`src/rtl/pcg_map.vh`:
```
// Constants for the packet configured pin bank: command codes, field positions,
// reset values and timing counts. Assumes a 200 MHz system clock.
`ifndef PCG_MAP_VH
`define PCG_MAP_VH
// Command and reply type codes.
`define PCG_CMD_CONFIG 8'h22
`define PCG_REPLY_CONFIG 8'h62
`define PCG_CMD_QUERY 8'h23
`define PCG_REPLY_QUERY 8'h63
// Limits and field positions.
`define PCG_NUM_PINS 5
`define PCG_DUTY_HIGH 8'h64
`define PCG_MODE_MAX 8'h0F
`define PCG_FUNC_BIT 3
// Drive mode codes.
`define PCG_DM_FAST_PD 3'h0
`define PCG_DM_FAST_PP 3'h1
`define PCG_DM_HIZ 3'h2
`define PCG_DM_PU_FAST 3'h3
`define PCG_DM_SLOW_HI 3'h4
`define PCG_DM_SLOW_PP 3'h5
`define PCG_DM_RSVD 3'h6
`define PCG_DM_SLOW_LO 3'h7
// Factory defaults: all five pins on default functions; pin 1 pull-up drive, pins 0 and 2 to 4 Hi-Z.
`define PCG_RST_DUTY 8'h00
`define PCG_RST_MODE0 4'h2
`define PCG_RST_MODE1 4'h3
`define PCG_RST_MODE2 4'h2
`define PCG_RST_MODE3 4'h2
`define PCG_RST_MODE4 4'h2
// Timing: clock rate, PWM step (100 Hz over 100 steps), sample period (32 Hz).
`define PCG_CLK_HZ 200000000
`define PCG_PWM_HZ 100
`define PCG_SAMPLE_HZ 32
`define PCG_PWM_STEP_CYC (`PCG_CLK_HZ / (`PCG_PWM_HZ * 100))
`define PCG_SAMPLE_CYC (`PCG_CLK_HZ / `PCG_SAMPLE_HZ)
`endif

```
`src/rtl/pcg_gpio_bank.v`:
```
// Five-pin bank configured by decoded command packets, with PWM outputs,
// 32 Hz sampling and edge tracking. Assumes framing and CRC are checked upstream,
// and that saved boot state arrives on the boot ports when I_BOOT_LOAD pulses.
//
// Function
// - Index 0 to 4 valid, others reserved
// - Two bytes set value; three add mode
// - Accepted configure answers type 0x62, empty
// - 0 low, 1-99 PWM, 100 high
// - Mode byte 0-15: three drive, one function
// - Modes 000, 001, 010 decoded
// - Modes 011 and 100 decoded
// - Modes 101, 111 decoded; 110 reserved
// - Function clear gives default function
// - Sample every pin at 32 Hz
// - Latch rising and falling edges between queries
// - Sampling itself debounces short changes
// - Pull-up with switch reads open 1
// - Saved configuration restored at power-up
// - Factory defaults suit ATX and sensor bus
// - Query returns level, edges; clears edges
// - Query returns duty and mode byte
`timescale 1ns/1ps
`include "pcg_map.vh"
module pcg_gpio_bank
#(
	parameter NUM_PINS = `PCG_NUM_PINS,
	parameter PWM_STEP_CYC = `PCG_PWM_STEP_CYC,
	parameter SAMPLE_CYC = `PCG_SAMPLE_CYC
)
(
	// Clock and reset.
	input wire I_SYS_CLK,
	input wire I_RESET_N,
	// Decoded command: one-cycle strobe with type, length and payload.
	input wire I_CMD_VALID,
	input wire [7:0] I_CMD_TYPE,
	input wire [1:0] I_CMD_LEN,
	input wire [7:0] I_CMD_D0,
	input wire [7:0] I_CMD_D1,
	input wire [7:0] I_CMD_D2,
	// Reply: one-cycle strobe.
	output reg O_RSP_VALID,
	output reg [7:0] O_RSP_TYPE,
	output reg [2:0] O_RSP_LEN,
	output reg [7:0] O_RSP_D0,
	output reg [7:0] O_RSP_D1,
	output reg [7:0] O_RSP_D2,
	output reg [7:0] O_RSP_D3,
	output reg O_CMD_REJECT,
	// Saved boot state, flattened per pin (duty 8 bits, mode 4 bits).
	input wire I_BOOT_LOAD,
	input wire [8*NUM_PINS-1:0] I_BOOT_DUTY,
	input wire [4*NUM_PINS-1:0] I_BOOT_MODE,
	// Current configuration for saving.
	output reg [8*NUM_PINS-1:0] O_CFG_DUTY,
	output reg [4*NUM_PINS-1:0] O_CFG_MODE,
	// Default-function signals (ATX, one_wire_sensor_bus).
	input wire [NUM_PINS-1:0] I_DEF_OUT,
	input wire [NUM_PINS-1:0] I_DEF_OE,
	output reg [NUM_PINS-1:0] O_SAMPLED,
	// Pads.
	input wire [NUM_PINS-1:0] I_PIN,
	output wire [NUM_PINS-1:0] O_PIN,
	output wire [NUM_PINS-1:0] O_PIN_OE,
	output wire [NUM_PINS-1:0] O_PIN_SLOW,
	output wire [NUM_PINS-1:0] O_PIN_PU,
	output wire [NUM_PINS-1:0] O_PIN_PD
);
	// ****************************************
	// Configuration storage and command decode
	// ****************************************
	localparam [4*`PCG_NUM_PINS-1:0] RST_MODES = {`PCG_RST_MODE4, `PCG_RST_MODE3,
		`PCG_RST_MODE2, `PCG_RST_MODE1, `PCG_RST_MODE0};
	localparam [31:0] PWM_W = PWM_STEP_CYC;
	localparam [31:0] SMP_W = SAMPLE_CYC;

	reg [7:0] duty [0:NUM_PINS-1];
	reg [3:0] mode [0:NUM_PINS-1];
	reg [NUM_PINS-1:0] sync1;
	reg [NUM_PINS-1:0] sync2;
	reg [NUM_PINS-1:0] rise_flag;
	reg [NUM_PINS-1:0] fall_flag;
	reg [31:0] pwm_div;
	reg [6:0] pwm_phase;
	reg [31:0] smp_div;
	reg smp_tick;

	// A configure command is taken only when index, value, mode byte and
	// length are all in range. Anything else pulses the reject strobe and
	// leaves every pin untouched, so a corrupted packet cannot disturb the
	// shared power and sensor pins.
	wire is_cfg = I_CMD_VALID && (I_CMD_TYPE == `PCG_CMD_CONFIG);
	wire is_qry = I_CMD_VALID && (I_CMD_TYPE == `PCG_CMD_QUERY);
	wire idx_ok = (I_CMD_D0 < NUM_PINS);
	wire val_ok = (I_CMD_D1 <= `PCG_DUTY_HIGH);
	wire mode_ok = (I_CMD_LEN != 2'd3) || (I_CMD_D2 <= `PCG_MODE_MAX);
	wire len_ok = (I_CMD_LEN == 2'd2) || (I_CMD_LEN == 2'd3);
	wire cfg_ok = is_cfg && idx_ok && val_ok && mode_ok && len_ok;
	wire qry_ok = is_qry && idx_ok && (I_CMD_LEN == 2'd1);
	wire [2:0] idx = I_CMD_D0[2:0];

	genvar g;
	generate
		for (g = 0; g < NUM_PINS; g = g + 1)
		begin : g_pin
			wire [7:0] d = duty[g];
			wire [3:0] m = mode[g];
			reg pwm_level;
			wire level;

			// Configuration register of this pin.
			always @(posedge I_SYS_CLK or negedge I_RESET_N)
			begin
				if (!I_RESET_N)
				begin
					duty[g] <= `PCG_RST_DUTY;
					mode[g] <= RST_MODES[4*g +: 4];
				end
				else if (I_BOOT_LOAD)
				begin
					duty[g] <= I_BOOT_DUTY[8*g +: 8];
					mode[g] <= I_BOOT_MODE[4*g +: 4];
				end
				else if (cfg_ok && (idx == g))
				begin
					duty[g] <= I_CMD_D1;
					if (I_CMD_LEN == 2'd3)
						mode[g] <= I_CMD_D2[3:0];
				end
			end

			// PWM compare: duty percent of the 100-step period is high.
			// Duty 0 never passes the compare and duty 100 always does, which gives
			// the constant low and high levels without a separate path.
			always @(posedge I_SYS_CLK or negedge I_RESET_N)
			begin
				if (!I_RESET_N)
					pwm_level <= 1'b0;
				else
					pwm_level <= ({1'b0, pwm_phase} < d);
			end

			assign level = m[`PCG_FUNC_BIT] ? pwm_level : I_DEF_OUT[g];

			pcg_pin_drive u_drive
			(
				.i_clk(I_SYS_CLK),
				.i_reset_n(I_RESET_N),
				.i_level(level),
				.i_mode(m[`PCG_FUNC_BIT] ? m[2:0] : (I_DEF_OE[g] ? `PCG_DM_FAST_PP : m[2:0])),
				.o_out(O_PIN[g]),
				.o_oe(O_PIN_OE[g]),
				.o_slow(O_PIN_SLOW[g]),
				.o_pull_up(O_PIN_PU[g]),
				.o_pull_down(O_PIN_PD[g])
			);

			// Sampled level and edge flags.
			// Each new sample is compared with the previous one, so a pulse that
			// starts and ends between two ticks is never seen. A tick and a query in
			// the same cycle keep the new edge: the set wins over the clear.
			always @(posedge I_SYS_CLK or negedge I_RESET_N)
			begin
				if (!I_RESET_N)
				begin
					O_SAMPLED[g] <= 1'b0;
					rise_flag[g] <= 1'b0;
					fall_flag[g] <= 1'b0;
				end
				else
				begin
					if (smp_tick)
						O_SAMPLED[g] <= sync2[g];
					if (smp_tick && sync2[g] && !O_SAMPLED[g])
						rise_flag[g] <= 1'b1;
					else if (qry_ok && (idx == g))
						rise_flag[g] <= 1'b0;
					if (smp_tick && !sync2[g] && O_SAMPLED[g])
						fall_flag[g] <= 1'b1;
					else if (qry_ok && (idx == g))
						fall_flag[g] <= 1'b0;
				end
			end

			// Flattened copy for saving.
			always @(posedge I_SYS_CLK or negedge I_RESET_N)
			begin
				if (!I_RESET_N)
				begin
					O_CFG_DUTY[8*g +: 8] <= 8'h00;
					O_CFG_MODE[4*g +: 4] <= 4'h0;
				end
				else
				begin
					O_CFG_DUTY[8*g +: 8] <= d;
					O_CFG_MODE[4*g +: 4] <= m;
				end
			end
		end
	endgenerate

	// ****************************************
	// Timebases and input synchroniser
	// ****************************************

	// PWM step divider, 100 phases per 10 ms; sample divider at 32 Hz.
	// Both dividers run freely from reset, so sampling is not tied to the
	// moment at which the host sends its queries.
	always @(posedge I_SYS_CLK or negedge I_RESET_N)
	begin
		if (!I_RESET_N)
		begin
			pwm_div <= 32'h0000_0000;
			pwm_phase <= 7'h00;
			smp_div <= 32'h0000_0000;
			smp_tick <= 1'b0;
		end
		else
		begin
			if (pwm_div >= PWM_W - 32'h1)
			begin
				pwm_div <= 32'h0000_0000;
				pwm_phase <= (pwm_phase == 7'h63) ? 7'h00 : pwm_phase + 7'h01;
			end
			else
				pwm_div <= pwm_div + 32'h1;
			smp_tick <= (smp_div >= SMP_W - 32'h1);
			smp_div <= (smp_div >= SMP_W - 32'h1) ? 32'h0000_0000 : smp_div + 32'h1;
		end
	end

	// Two-stage synchroniser for the pad inputs.
	// Only the second stage is read by the sampler; the first may go
	// metastable when a pad changes close to the clock edge.
	always @(posedge I_SYS_CLK or negedge I_RESET_N)
	begin
		if (!I_RESET_N)
		begin
			sync1 <= {NUM_PINS{1'b0}};
			sync2 <= {NUM_PINS{1'b0}};
		end
		else
		begin
			sync1 <= I_PIN;
			sync2 <= sync1;
		end
	end

	// ****************************************
	// Replies
	// ****************************************

	// One reply per accepted command, the cycle after the strobe.
	// Payload bytes beyond the reply length keep old values; the host reads only the length given.
	always @(posedge I_SYS_CLK or negedge I_RESET_N)
	begin
		if (!I_RESET_N)
		begin
			O_RSP_VALID <= 1'b0;
			O_RSP_TYPE <= 8'h00;
			O_RSP_LEN <= 3'h0;
			O_RSP_D0 <= 8'h00;
			O_RSP_D1 <= 8'h00;
			O_RSP_D2 <= 8'h00;
			O_RSP_D3 <= 8'h00;
			O_CMD_REJECT <= 1'b0;
		end
		else
		begin
			O_RSP_VALID <= cfg_ok || qry_ok;
			O_CMD_REJECT <= (is_cfg && !cfg_ok) || (is_qry && !qry_ok);
			if (cfg_ok)
			begin
				O_RSP_TYPE <= `PCG_REPLY_CONFIG;
				O_RSP_LEN <= 3'h0;
			end
			else if (qry_ok)
			begin
				O_RSP_TYPE <= `PCG_REPLY_QUERY;
				O_RSP_LEN <= 3'h4;
				O_RSP_D0 <= I_CMD_D0;
				O_RSP_D1 <= {5'h00, rise_flag[idx], fall_flag[idx], O_SAMPLED[idx]};
				O_RSP_D2 <= duty[idx];
				O_RSP_D3 <= {4'h0, mode[idx]};
			end
		end
	end
endmodule // pcg_gpio_bank

```
`src/rtl/pcg_pin_drive.v`:
```
// One pin's driver: maps drive mode and level onto pin output, enable and pulls.
// Assumes level comes from the bank's PWM or default-function input, on the same clock.
`timescale 1ns/1ps
`include "pcg_map.vh"
module pcg_pin_drive
(
	// Clock and reset.
	input wire i_clk,
	input wire i_reset_n,
	// Level and mode.
	input wire i_level,
	input wire [2:0] i_mode,
	// Pad controls.
	output reg o_out,
	output reg o_oe,
	output reg o_slow,
	output reg o_pull_up,
	output reg o_pull_down
);
	reg next_out;
	reg next_oe;
	reg next_slow;
	reg next_pu;
	reg next_pd;

	// Decode of the eight drive modes; reserved code floats the pin.
	always @*
	begin
		next_out = i_level;
		next_oe = 1'b0;
		next_slow = 1'b0;
		next_pu = 1'b0;
		next_pd = 1'b0;
		case (i_mode)
			`PCG_DM_FAST_PD:
			begin
				next_oe = i_level;
				next_pd = ~i_level;
			end
			`PCG_DM_FAST_PP: next_oe = 1'b1;
			`PCG_DM_HIZ: next_oe = 1'b0;
			`PCG_DM_PU_FAST:
			begin
				next_oe = ~i_level;
				next_pu = i_level;
			end
			`PCG_DM_SLOW_HI:
			begin
				next_oe = i_level;
				next_slow = 1'b1;
			end
			`PCG_DM_SLOW_PP:
			begin
				next_oe = 1'b1;
				next_slow = 1'b1;
			end
			`PCG_DM_SLOW_LO:
			begin
				next_oe = ~i_level;
				next_slow = 1'b1;
			end
			default: next_oe = 1'b0;
		endcase
	end

	// Pad controls are registered so the pins never glitch.
	always @(posedge i_clk or negedge i_reset_n)
	begin
		if (!i_reset_n)
		begin
			o_out <= 1'b0;
			o_oe <= 1'b0;
			o_slow <= 1'b0;
			o_pull_up <= 1'b0;
			o_pull_down <= 1'b0;
		end
		else
		begin
			o_out <= next_out;
			o_oe <= next_oe;
			o_slow <= next_slow;
			o_pull_up <= next_pu;
			o_pull_down <= next_pd;
		end
	end
endmodule // pcg_pin_drive

```
`config.mk`:
```
export PLATFORM = sky130hd
export DESIGN_NAME = pcg_gpio_bank
export DESIGN_NICKNAME = d
export VERILOG_FILES = /design/src/rtl/pcg_gpio_bank.v /design/src/rtl/pcg_pin_drive.v
export VERILOG_INCLUDE_DIRS = /design/src /design/src/rtl
export SDC_FILE = /design/constraint.sdc
export NUM_CORES = 1
export LEC_CHECK = 0
export BUFFER_PORTS_ARGS = -buffer_cell sky130_fd_sc_hd__buf_2
export CAP_MARGIN = 20
export CORE_MARGIN = 3
export CORE_UTILIZATION = 29
export DETAILED_ROUTE_END_ITERATION = 7
export HOLD_SLACK_MARGIN = 0.03
export MAX_ROUTING_LAYER = met4
export PLACE_DENSITY = 0.56
export SLEW_MARGIN = 40
export SYNTH_ARGS = -nofsm -noshare
export SYNTH_HDL_FRONTEND = slang
export SYNTH_HIERARCHICAL = 1
export SYNTH_SLANG_ARGS = --single-unit
```
`constraint.sdc`:
```
create_clock -name I_SYS_CLK -period 5.1 [get_ports I_SYS_CLK]
set_input_delay 0.51 -clock I_SYS_CLK [delete_from_list [all_inputs] [get_ports I_SYS_CLK]]
set_output_delay 0.51 -clock I_SYS_CLK [all_outputs]
set_load 0.03 [all_outputs]
```
Yosys cells after proc, flatten, opt, wreduce, memory -nomap -nowiden
Index checks and enable logic that the tools add are counted.

word-level totals
  register bits after elaboration = 283
  input bits = 113
  output and inout port bits = 135
  word-level logic and storage cells = 332

operators by class
  add/subtract/negate cells = 3
  magnitude comparators = 12
  eq/ne operators = 36
  muxes and demuxes = 90
  bitwise gates (word level) = 7
  reduce and logical (&&, ||, !) cells = 105

operator list
  kind                                                                                   count
  8-bit two-way mux                                                                      14
  32-bit by 1-bit adder with 32-bit output, second input constant                        2
  32-bit two-way mux                                                                     2
  4-bit two-way mux                                                                      13
  3-bit equality test, second input constant                                             16
  1-bit logical AND                                                                      40
  7-bit by 8-bit < comparator with 1-bit output                                          5
  1-bit two-way mux                                                                      38
  3-bit two-way mux                                                                      12
  2-bit nonzero test                                                                     17
  32-bit by 15-bit greater-or-equal comparator with 1-bit output, second input constant  1
  32-bit by 23-bit greater-or-equal comparator with 1-bit output, second input constant  1
  2-bit OR reduction                                                                     15
  8-bit binary-select mux with 3-bit select                                              1
  3-bit by 2-bit equality test with 1-bit output, second input constant                  7
  3-bit by 1-bit equality test with 1-bit output, second input constant                  6
  3-bit logical NOT                                                                      6
  8-bit by 6-bit equality test with 1-bit output, second input constant                  2
  1-bit case mux with 3 select lines                                                     5
  3-bit OR reduction                                                                     5
  4-bit binary-select mux with 3-bit select                                              1
  1-bit logical NOT                                                                      12
  2-bit AND reduction                                                                    6
  1-bit binary-select mux with 3-bit select                                              3
  other kinds (14)                                                                       23

Logic depth before layout (Yosys ltp)
Gate-level depths: netlist of run 1.

  depth in word-level cells = 9
  gate-level depth with buffers = 8
  mapped depth without buffers = 6

Modules after synthesis
Netlist of run 1, hierarchy kept.

by module, submodules not included
  module         instances  cells an instance  area each (sq um)  seq. area each (sq um)
  pcg_gpio_bank  1          984                11116.9            6238.5
  pcg_pin_drive  5          10                 168.9              125.1

Least setup slack after synthesis of run 1
No wires, ideal clock.

  kind = input to register
  start = input port I_CMD_TYPE[3]
  end = register rise_flag[1]
  library setup time = 0.136 ns
  arrival = 2.029 ns
  data required time = 4.964 ns
  path slack = 2.935 ns
  stages = 7
  path buffers = 2
  cell sequence = or4b_1 -> buf_4 -> nor2_1 -> nand3_2 -> buf_2 -> nor3_1 -> o22ai_1

on the way
  longest elaborated chain between the ends = 6

RTL lines
  what                                                             RTL line             RTL
  start, declared                                                  pcg_gpio_bank.v:37   input wire [7:0] I_CMD_TYPE,
  8-bit by 6-bit equality test with 1-bit output (no source line)  n/a
  1-bit logical AND                                                pcg_gpio_bank.v:94   wire is_qry = I_CMD_VALID && (I_CMD_TYPE == `PCG_CMD_QUERY);
  1-bit logical AND (2 in series)                                  pcg_gpio_bank.v:100  wire qry_ok = is_qry && idx_ok && (I_CMD_LEN == 2'd1);
  1-bit logical AND                                                pcg_gpio_bank.v:177  else if (qry_ok && (idx == g))
  2-bit nonzero test (no source line)                              n/a
  end signal, assigned by index                                    pcg_gpio_bank.v:168  rise_flag[g] <= 1'b0;
  end signal, assigned by index                                    pcg_gpio_bank.v:176  rise_flag[g] <= 1'b1;
  end signal, assigned by index                                    pcg_gpio_bank.v:178  rise_flag[g] <= 1'b0;
  end, declared                                                    pcg_gpio_bank.v:82   reg [NUM_PINS-1:0] rise_flag;

No other way between the ends.
A chain may end at the register's enable or synchronous reset.

Final worst setup path of run 1
  start = input port I_CMD_D0[0]
  end = register duty, in the netlist g_pin[1].d[2]

on the way
  longest elaborated chain between the ends = 7
  elaborated cells on any way between the ends = 8
  those cells by class = order compare: 1; eq/ne: 1; reduce/logical: 6

RTL lines
  what                                           RTL line             RTL
  start, declared                                pcg_gpio_bank.v:39   input wire [7:0] I_CMD_D0,
  8-bit by 3-bit < comparator with 1-bit output  pcg_gpio_bank.v:95   wire idx_ok = (I_CMD_D0 < NUM_PINS);
  1-bit logical AND (4 in series)                pcg_gpio_bank.v:99   wire cfg_ok = is_cfg && idx_ok && val_ok && mode_ok && len_ok;
  1-bit logical AND *                            pcg_gpio_bank.v:125  else if (cfg_ok && (idx == g))
  2-bit nonzero test (no source line) *          n/a
  end signal, assigned by index                  pcg_gpio_bank.v:117  duty[g] <= `PCG_RST_DUTY;
  end signal, assigned by index                  pcg_gpio_bank.v:122  duty[g] <= I_BOOT_DUTY[8*g +: 8];
  end, declared                                  pcg_gpio_bank.v:78   reg [7:0] duty [0:NUM_PINS-1];

Mark *: on every way between the ends. The rest lies on a longest branch, timed or not.

==> results of run 1 <==
worst max path at each step:
stage	start	end	depth (start not counted)
after CTS	I_CMD_D0[0]	g_pin[1].d[2]	6
after global routing	I_CMD_D0[0]	g_pin[1].d[2]	6
after floorplan	I_CMD_TYPE[3]	rise_flag[1]	7
after global placement	I_CMD_D0[0]	g_pin[1].d[2]	6
final	I_CMD_D0[0]	g_pin[1].d[2]	6
after detailed placement	I_CMD_D0[0]	g_pin[1].d[2]	6
state kept, by name, indices dropped and copies added, names as in the netlist, 2 cells and up:
signal	flops
sync1	5
g_pin.m	20
fall_flag	5
O_RSP_D2	8
g_pin.u_drive/o_slow	5
O_CFG_MODE	20
g_pin.u_drive/o_pull_down	5
sync2	5
pwm_phase	7
g_pin.d	40
O_RSP_D0	8
rise_flag	5
O_CFG_DUTY	40
pwm_div	32
O_RSP_D1	3
g_pin.u_drive/o_pull_up	5
g_pin.u_drive/o_out	5
g_pin.pwm_level	5
g_pin.u_drive/o_oe	5
O_RSP_D3	4
O_RSP_TYPE	2
O_SAMPLED	5
smp_div	32
cell type report:
type                       instances  area [um2]
tap                              525       656.9
clock buffer                      51        1018
multi-input combinational        676        4718
timing repair buffer             240        1272
fill                            3986       25390
antenna                            1       2.502
sequential                       274        6864
inverter                          62       232.7
clock inverter                     9       128.9
metal layers:
metal,vias up,wire [um]
met5,-,0
met4,0,858
met3,52,1897
met2,245,16390
met1,4189,15210
li1,4068,-
critical path: stages:
cell and delay [ns]:
buf_2 0.30, or2_1 0.49, a211oi_4 0.62, and4_1 0.67, mux2i_1 0.24, o21ai_0 0.09
cells by family (layout without fill, tap and decap cells):
family,Yosys count,count (layout)
mux,86,86
simple gates,314,314
fa+ha+maj,33,33
buf+inv,124,362
xor+xnor,33,33
compound gates,169,169
other cells,1,42
flops,274,274
cell usage in the layout (no fill, tap or decap), types with 9 or more instances in the layout:
master,instances
clkbuf_16,37
xnor2_1,22
nand2b_1,20
a21o_1,15
a31oi_1,10
clkbuf_1,10
nand3_1,18
mux4_2,15
o21ai_1,9
mux2i_1,61
a21oi_1,11
ha_1,33
xor2_1,11
nor3_1,33
nand2_1,109
and3_1,10
buf_2,230
dfrtp_1,268
and2_1,15
mux2_2,10
nor4_1,12
conb_1,41
o21ai_0,81
nor2b_1,10
nand4_1,14
inv_1,62
nor2_1,32
through the flow:
stage	hold WS [ns]	total power, uW	area [um2]	instances
final	0.1104	5738	14890	1838
after global routing	0.09633	6016	14890	1838
after CTS	0.07163	5830	14830	1835
after detailed placement	0.3356	3349	13680	1775
after global placement	0.3342	3324	13670	1775
after floorplan	0.2144	2995	12110	1074
power groups by stage:
stage / Combinational [uW] / Clock (uW) / Sequential (uW)
floorplan: 379 / 0 / 2620
CTS: 818 / 2510 / 2500
detailed placement: 814 / 0 / 2540
finish: 809 / 2430 / 2490
global placement: 792 / 0 / 2530
global route: 896 / 2600 / 2520
repair_timing:
item,CTS,global route
hold buffers,0,1
endpoints found under the hold margin,0,35
resized for setup,0,0
==> flow_summary.json, run 1 <==
{
  "cts_tree": "done",
  "fin_crit_ns": 2.580,
  "vdd_ir_drop_max_mv": 0.1918,
  "place_congestion": 0.8233,
  "critPathLaunchType": "input port",
  "path_max_fanout": 22,
  "nets": 1434,
  "synth-edff-count": 0,
  "r2r-start": "smp_div[8]",
  "die_h_um": 209.1,
  "p_per_area_mw_per_mm2": 385.2,
  "switching_share_pct": 27.23,
  "via_per_inst": 4.654,
  "cts.path.max_buffers": 3,
  "whs_endpoint": "sync1[4]",
  "synth_top_area_share_pct": 56.07,
  "grt_pass1_wl_um": 52480,
  "grt_util_met3_pct": 3.303,
  "syn_area_per_cell_um2": 11.57,
  "hold_depth": 1,
  "drtIter0Drc": 438,
  "grt.total_usage_pct": 15.89,
  "setup_viol": 0,
  "intPower_uw": 4175,
  "die_x_um": 209.1,
  "post_cts_buffers": 0,
  "hp-start": "I_PIN[4]",
  "synth_cells": 1034,
  "hpwl_um": 25180,
  "maxCapViolations": 0,
  "hold_violations": 0,
  "tightest_slew_ns": 0.7917,
  "yosysTopAreaCell": "dfrtp_1",
  "cts_htree_levels": 2,
  "cts_buffers": 34,
  "fin_skew_ns": 0.008671,
  "clk_pin_slew_ns": 0.06,
  "period_share_pct": 50.59,
  "synth-simple-area-share_pct": 14.35,
  "hold_class": "in2reg",
  "grt_start_max_net_pins": 119,
  "finalWorstSetupSlack_ns": 2.520,
  "critPathCaptureType": "flop",
  "grt_pass1_vias": 8692,
  "io_pins": 248,
  "floorplan.initialDensity_pct": 29.70,
  "die-area_mm2": 0.04372,
  "areaGrowthSynthToFinish_pct": 24.52,
  "core_mm2": 0.04028,
  "r2r_slack_ns": 2.96,
  "clock-sinks": 274,
  "synth_flop_cell": "dfrtp_1",
  "ys_seq_elements": 274,
  "synthArstFlopShare_pct": 100.0,
  "maxSlewHeadroom_pct": 47.22,
  "grt_overflow": 0,
  "ys_types": 68,
  "pwr-share-clk_pct": 42.4,
  "synth_compound_gate_area_share_pct": 8.724,
  "total_leakage_power_uw": 0.007259,
  "reg2reg_depth": 6,
  "rsz0062_at_grt": "false",
  "placement_rows": 73,
  "switching_power_uw": 1562,
  "dr_total_vias": 8554,
  "io_buffers": 232,
  "worstSkewPairLatency_ns": 0.51,
  "cts-root-buf": "clkbuf_16",
  "yosysWarnings": 6,
  "use_met1_pct": 20.32,
  "drtPass1Iterations": 5,
  "required_ns": 5.46,
  "drive_gt1_share_pct": 26.14,
  "synth_area_leaders": "dfrtp_1 56%, mux2i_1 5.1%, ha_1 3.5%, nand2_1 3.4%, o21ai_0 3.4%",
  "synth_fa_ha_area_share_pct": 3.452,
  "ant_nets": 0,
  "tns_ns": 0,
  "yosys-top-cells-count": "268 x dfrtp_1, 109 x nand2_1, 81 x o21ai_0, 62 x inv_1, 61 x mux2i_1",
  "synth_top_family_by_area": "simple AND/OR/NAND/NOR gates",
  "comb_power_share_pct": 14.1,
  "clock.fmax_mhz": 387.6,
  "dp_slack_ns": 1.736,
  "status": "complete, no violations",
  "post-route-util_pct": 36.98,
  "post-route-drc-count": 0,
  "gr-max-usage-layer": "met2",
  "r2r-end": "smp_div[1]",
  "synth_most_common_cell": "dfrtp_1",
  "netlist_area_mm2": 0.01196,
  "critical_path_arrival_ns": 2.94,
  "p_seq_share_pct": 43.5,
  "grt_antenna_before_repair": 1,
  "ys_seq_area_share_pct": 57.38,
  "critPathKind": "in2reg",
  "synth_xor_area_share_pct": 2.416,
  "synthMuxAreaShare_pct": 8.870,
  "use_met2_pct": 25.76,
  "wl_per_cell_um": 18.69,
  "drv_slew": 0,
  "wl_um": 34350
}
Note: power is estimated with default switching activity, not from simulation.
==> run 2: changes to the inputs <==
--- a/config.mk
+++ b/config.mk
@@ -6,6 +6,7 @@
 export SDC_FILE = /design/constraint.sdc
 export NUM_CORES = 1
 export LEC_CHECK = 0
+export ABC_AREA = 1
 export BUFFER_PORTS_ARGS = -buffer_cell sky130_fd_sc_hd__buf_2
 export CAP_MARGIN = 20
 export CORE_MARGIN = 3
==> constraint.sdc (replaced) <==
create_clock -name I_SYS_CLK -period 2.7 [get_ports I_SYS_CLK]
set_input_delay 0.27 -clock I_SYS_CLK [delete_from_list [all_inputs] [get_ports I_SYS_CLK]]
set_output_delay 0.27 -clock I_SYS_CLK [all_outputs]
set_load 0.03 [all_outputs]
==> run 2 against run 1 <==
- synthesized cell count increased by 32%
- clock skew increased by 0.010 ns
- cell count increased by 21%
- register-to-register slack got worse by 2.3 ns
- critical path depth increased by 4
- critical path type is now reg2reg
- critical endpoint is now smp_div[13]
==> flow_summary.json, run 2 <==
{
  "status": "complete, no violations",
  "r2r-start": "smp_div[0]",
  "path_max_fanout": 21,
  "grt_antenna_before_repair": 14,
  "setup_viol": 0,
  "critPathKind": "reg2reg",
  "whs_endpoint": "g_pin[3].d[4]",
  "clk_pin_slew_ns": 0.06,
  "placement_rows": 74,
  "tns_ns": 0,
  "synth_most_common_cell": "nand2_1",
  "mostFrequentLayoutCell": "nand2_1",
  "cts_tree": "done",
  "syn_area_per_cell_um2": 8.935,
  "synth_top_area_share_pct": 55.03,
  "nets": 1799,
  "grt_pass1_vias": 9822,
  "routed.top_layer": "met4",
  "synth_cells": 1364,
  "grt_overflow": 0,
  "via_per_inst": 4.491,
  "synth_flop_cell": "dfrtp_1",
  "n_fill_cell": 4142,
  "hold_ws_ns": 0.05892,
  "reg2reg_depth": 10,
  "vdd_ir_drop_max_mv": 0.3382,
  "hold_depth": 5,
  "critPathCaptureType": "flop",
  "synth_area_leaders": "dfrtp_1 55%, nand2_1 13%, inv_1 4.1%, nor2_1 3.4%, ha_1 3.4%",
  "io_pins": 248,
  "grt_start_max_net_pins": 74,
  "floorplan.initialDensity_pct": 29.58,
  "drv_slew": 0,
  "die-area_mm2": 0.04452,
  "worstSkewPairLatency_ns": 0.56,
  "period_share_pct": 74.55,
  "areaGrowthSynthToFinish_pct": 25.85,
  "critical_path_arrival_ns": 2.47,
  "yosysTopAreaCell": "dfrtp_1",
  "die_x_um": 211.0,
  "wl_met1_um": 15690,
  "critPathLaunchType": "flop",
  "ant_nets": 0,
  "r2r-end": "smp_div[13]",
  "cts_htree_levels": 1,
  "grt.total_usage_pct": 16.68,
  "drtIter0Drc": 751,
  "hp-start": "I_BOOT_DUTY[28]",
  "drive_gt1_share_pct": 19.92,
  "wl_met3_um": 2156,
  "rsz0062_at_grt": "false",
  "total_leakage_power_uw": 0.007829,
  "hold_violations": 0,
  "netlist_area_mm2": 0.01219,
  "maxCapViolations": 0,
  "ys_seq_area_share_pct": 56.32,
  "synth-edff-count": 0,
  "r2r_slack_ns": 0.69,
  "core_mm2": 0.04120,
  "maxSlewHeadroom_pct": 43.51,
  "cts_buffers": 30,
  "clock.fmax_mhz": 496.8,
  "layout_common_cells": "423 x nand2_1, 268 x dfrtp_1, 231 x buf_2",
  "fin_skew_ns": 0.01896,
  "wl_per_cell_um": 16.65,
  "required_ns": 3.16,
  "place_congestion": 0.8526,
  "grt_pass1_wl_um": 56280,
  "cts.path.max_buffers": 3,
  "io_buffers": 232,
  "dr_wl_met2_um": 18060,
  "ys_seq_elements": 274,
  "die_h_um": 211.0,
  "cts-root-buf": "clkbuf_16",
  "dr_total_vias": 9980,
  "synthArstFlopShare_pct": 100.0,
  "drtPass1Iterations": 5,
  "hpwl_um": 28260,
  "post-route-drc-count": 0,
  "ys_types": 47,
  "wl_um": 36990,
  "clock-sinks": 274,
  "p_per_area_mw_per_mm2": 718.5,
  "yosys-top-cells-count": "423 x nand2_1, 268 x dfrtp_1, 134 x inv_1, 112 x nor2_1, 64 x o21ai_0",
  "fin_crit_ns": 2.013,
  "yosysWarnings": 6,
  "hold_class": "in2reg",
  "tightest_slew_ns": 0.8441
}
==> run 2: cell count changes in the layout (fill, tap and decap cells not counted), sizes merged, moves of 14 or more <==
cell / previous run / this run
nand2: 109 / 434
nor2: 32 / 120
inv: 62 / 139
mux2i: 61 / 0
nand3: 20 / 67
a21oi: 12 / 41
dlygate4sd3: 1 / 28
nand2b: 20 / 0
o21ai: 90 / 74
and2: 15 / 0
mux4: 15 / 0
xnor2: 22 / 8
==> run 2: repair_timing <==
item | in CTS | in global routing
hold buffers | 28 | 0
gates resized for setup | 0 | 0
hold endpoints to repair | 91 | 0
buffers inserted | 0 | 0
==> run 2: cells by family (layout without fill, tap and decap cells) <==
family	count (synthesis)	in the layout	share of synthesized area, %
and+or+nand+nor	682	682	24.00
DFF	274	274	56.32
buffers and inverters	196	469	7.320
AOI/OAI and AO/OA	159	159	7.576
adders and majority gates	33	33	3.388
xor gates and xnor gates	19	19	1.365
other	1	54	0.03077
==> run 2: per-layer routing <==
metal	global-route usage, %	vias to the layer above
met5	-	-
met1	20.30	4742
met2	28.09	277
met3	3.327	65
li1	-	4896
met4	5.127	0
==> run 2: how the worst max path moves through the flow <==
stage | start | to | slack, ns | cells past startpoint
global placement | I_CMD_D0[1] | g_pin[3].m[3] | 0.64 | 11
finish | smp_div[0] | smp_div[13] | 0.69 | 10
floorplan | pwm_div[0] | pwm_div[10] | 1.17 | 10
detailed placement | I_CMD_D0[1] | g_pin[3].m[0] | 0.57 | 11
CTS | smp_div[0] | smp_div[13] | 0.63 | 10
global route | smp_div[0] | smp_div[4] | 0.40 | 10
==> run 2: through the flow <==
step           cell area, um2  util [%]  cells  setup WS (ns)  total power [uW]
2_1_floorplan           12340         -   1404          1.167              5917
3_3_place_gp            13950     33.86   2125         0.6413              6626
3_5_place_dp            13950     33.86   2125         0.5657              6653
4_1_cts                 15310     37.15   2209         0.6296             11160
5_1_grt                 15340     37.23   2222         0.3976             11560
6_report                15340     37.23   2222         0.6871             11020
==> run 2: layout make-up <==
type | count | area, um2 | area share, %
Sequential cell | 274 | 6864 | 44.75
Clock inverter | 10 | 183.9 | 1.199
Timing Repair Buffer | 274 | 1594 | 10.39
Antenna cell | 13 | 32.53 | 0.2121
Tap cell | 532 | 665.6 | 4.340
Clock buffer | 46 | 892.1 | 5.816
Inverter | 139 | 524.3 | 3.418
Multi-Input combinational cell | 934 | 4582 | 29.87
==> run 2: report_power, final <==
group / switching [uW] / internal [uW] / total (uW) / leakage (uW)
clock network: 1660 / 2750 / 4410 / 0.000519
registers: 314 / 4480 / 4790 / 0.00338
logic: 1230 / 584 / 1820 / 0.00393
==> run 2: worst max-delay path: stages, from the launching register on <==
cell     delay, ns
dfrtp_1       0.39
ha_1          0.24
nand3_2       0.11
nand2_1       0.07
inv_1         0.07
nand3_1       0.06
nand2_1       0.06
nand2_1       0.05
nand2_1       0.12
nand2_1       0.44
nor3_1        0.31
==> run 3: changes to the inputs <==
--- a/config.mk
+++ b/config.mk
@@ -6,7 +6,7 @@
 export SDC_FILE = /design/constraint.sdc
 export NUM_CORES = 1
 export LEC_CHECK = 0
-export ABC_AREA = 1
+export ABC_AREA = 0
 export BUFFER_PORTS_ARGS = -buffer_cell sky130_fd_sc_hd__buf_2
 export CAP_MARGIN = 20
 export CORE_MARGIN = 3
@@ -14,7 +14,7 @@
 export DETAILED_ROUTE_END_ITERATION = 7
 export HOLD_SLACK_MARGIN = 0.03
 export MAX_ROUTING_LAYER = met4
-export PLACE_DENSITY = 0.56
+export PLACE_DENSITY = 0.57
 export SLEW_MARGIN = 40
 export SYNTH_ARGS = -nofsm -noshare
 export SYNTH_HDL_FRONTEND = slang
==> constraint.sdc (replaced) <==
create_clock -name I_SYS_CLK -period 1.8 [get_ports I_SYS_CLK]
set_input_delay 0.18 -clock I_SYS_CLK [delete_from_list [all_inputs] [get_ports I_SYS_CLK]]
set_output_delay 0.18 -clock I_SYS_CLK [all_outputs]
set_load 0.03 [all_outputs]
==> run 3 against run 2 <==
- the flow now finishes with violations (negative setup slack)
- clock power is 48% higher
- combinational power is 45% higher
- maximum frequency is 5.3% higher
==> flow_summary.json, run 3 (synthesis gave the netlist of run 1 again) <==
{
  "critical_path_arrival_ns": 2.42,
  "drtIter0Drc": 536,
  "switching_power_uw": 4612,
  "wl_um": 36730,
  "cts-root-buf": "clkbuf_16",
  "hpwl_um": 27370,
  "placed_area_mm2": 0.01453,
  "clock-sinks": 274,
  "intPower_uw": 11580,
  "critPathLaunchType": "flop",
  "hold_class": "in2reg",
  "worst_path_max_delay_cell": "or4_4",
  "clk_pin_slew_ns": 0.06,
  "layout_common_cells": "268 x dfrtp_1, 228 x buf_2, 109 x nand2_1",
  "final_area_mm2": 0.01686,
  "grt.total_usage_pct": 16.92,
  "r2r_slack_ns": -0.11,
  "mostFrequentLayoutCell": "dfrtp_1",
  "drv_slew": 0,
  "hold_violations": 0,
  "cts.path.max_buffers": 3,
  "cts_buffers": 31,
  "fin_crit_ns": 1.911,
  "pwr-share-clk_pct": 40.4,
  "clock.fmax_mhz": 523.3,
  "required_ns": 2.31,
  "dr_total_vias": 9397,
  "crit_chain": "or4_4 > o311a_1 > o21ai_2 > a21oi_4 > buf_12 > nor3_4",
  "areaGrowthSynthToFinish_pct": 40.93,
  "cts_tree": "done",
  "drive_gt1_share_pct": 31.75,
  "post-route-util_pct": 41.85,
  "place_congestion": 0.7985,
  "total_leakage_power_uw": 0.008173,
  "grt_pass1_wl_um": 56480,
  "wl_per_cell_um": 18.14,
  "slowest_delay_ns": 0.53,
  "period_share_pct": 106.2,
  "setup_viol": 23,
  "violations": "negative setup slack",
  "critPathKind": "reg2reg",
  "comb_power_share_pct": 16.3,
  "status": "finished, violations left",
  "grt_overflow": 0,
  "drtPass1Iterations": 5,
  "power.total_uw": 16190,
  "via_per_inst": 4.640,
  "io_pins": 248,
  "p_per_area_mw_per_mm2": 960.7,
  "dp_cells": 1871,
  "post-route-drc-count": 0,
  "placement_rows": 73,
  "fin_skew_ns": 0.03093,
  "grt_pass1_vias": 9716,
  "vdd_ir_drop_max_mv": 0.5973,
  "nets": 1620,
  "worstSkewPairLatency_ns": 0.59,
  "die-area_mm2": 0.04372,
  "die_h_um": 209.1,
  "ant_nets": 0,
  "fin_cells": 2025,
  "switching_share_pct": 28.48,
  "finalWorstSetupSlack_ns": -0.1108,
  "floorplan.initialDensity_pct": 29.70,
  "grt_start_max_net_pins": 57,
  "io_buffers": 232,
  "rsz0062_at_grt": "true",
  "critPathCaptureType": "flop",
  "core_mm2": 0.04028,
  "maxCapViolations": 0,
  "p_seq_share_pct": 43.3,
  "n_fill_cell": 3803,
  "path_max_fanout": 8,
  "cts_htree_levels": 1,
  "grt_antenna_before_repair": 1,
  "die_x_um": 209.1
}
==> run 3: final cells by class <==
class                      instances  area (um2)  area share [%]
sequential                       274        6864           40.72
timing repair buffer             429        3085           18.30
clock inverter                    14       175.2           1.039
clock buffer                      44       884.6           5.248
antenna                            1       2.502         0.01484
multi-input combinational        676        4956           29.40
inverter                          62       232.7           1.381
tap                              525       656.9           3.897
==> run 3: per-stage QoR <==
step | setup TNS, ns | worst slack [ns] | hold slack [ns]
after floorplan | -0.1258 | -0.02573 | -0.1156
after global placement | -22.71 | -0.2896 | 0.1259
after detailed placement | -25.61 | -0.3225 | 0.1322
after CTS | -2.078 | -0.1160 | 0.03764
after global routing | -3.148 | -0.1644 | 0.08318
final | -1.690 | -0.1108 | 0.06091
==> run 3: timing repair <==
action / 4_1_cts / 5_1_grt
setup endpoints to repair: 46 / 65
pin swaps: 9 / 14
hold buffers: 94 / 0
cloned: 0 / 0
buffers inserted: 1 / 2
hold endpoints to repair: 353 / 0
resized for setup: 25 / 41
==> run 3: worst max-delay path, delay by kind of cell (launching register included) <==
family | cells | cell delay, ns
AND/OR/NAND/NOR | 2 | 0.69
AO/OA/AOI/OAI | 3 | 0.59
flip-flops | 1 | 0.38
buffers and inverters | 1 | 0.17
==> run 3: power groups by stage <==
stage          logic, uW  registers [uW]  clock network (uW)
2_1_floorplan       1070            7410                   0
3_3_place_gp        2420            7110                   0
6_report            2640            7020                6540
4_1_cts             2660            7020                6670
3_5_place_dp        2480            7120                   0
5_1_grt             2900            7080                6910
==> run 3: worst paths after layout <==
kind | startpoint | endpoint | cells past startpoint
min in group asynchronous | I_RESET_N | O_RSP_D3[0] | 2
worst max-delay path | smp_div[4] | smp_div[12] | 6
worst min-delay path | I_CMD_D1[0] | g_pin[4].d[0] | 4
worst min register to register | sync1[0] | sync2[0] | 0
worst max register to register | smp_div[4] | smp_div[12] | 6
max in group asynchronous | I_RESET_N | g_pin[2].m[1] | 3
==> run 3: metal layers <==
layer  GRT usage, %  up-vias  wire, um
li1               -     4440         -
met1          21.84     4640     16020
met2          28.30      263     17930
met3          2.792       54      2032
met4          3.510        0       748
met5              -        -         0
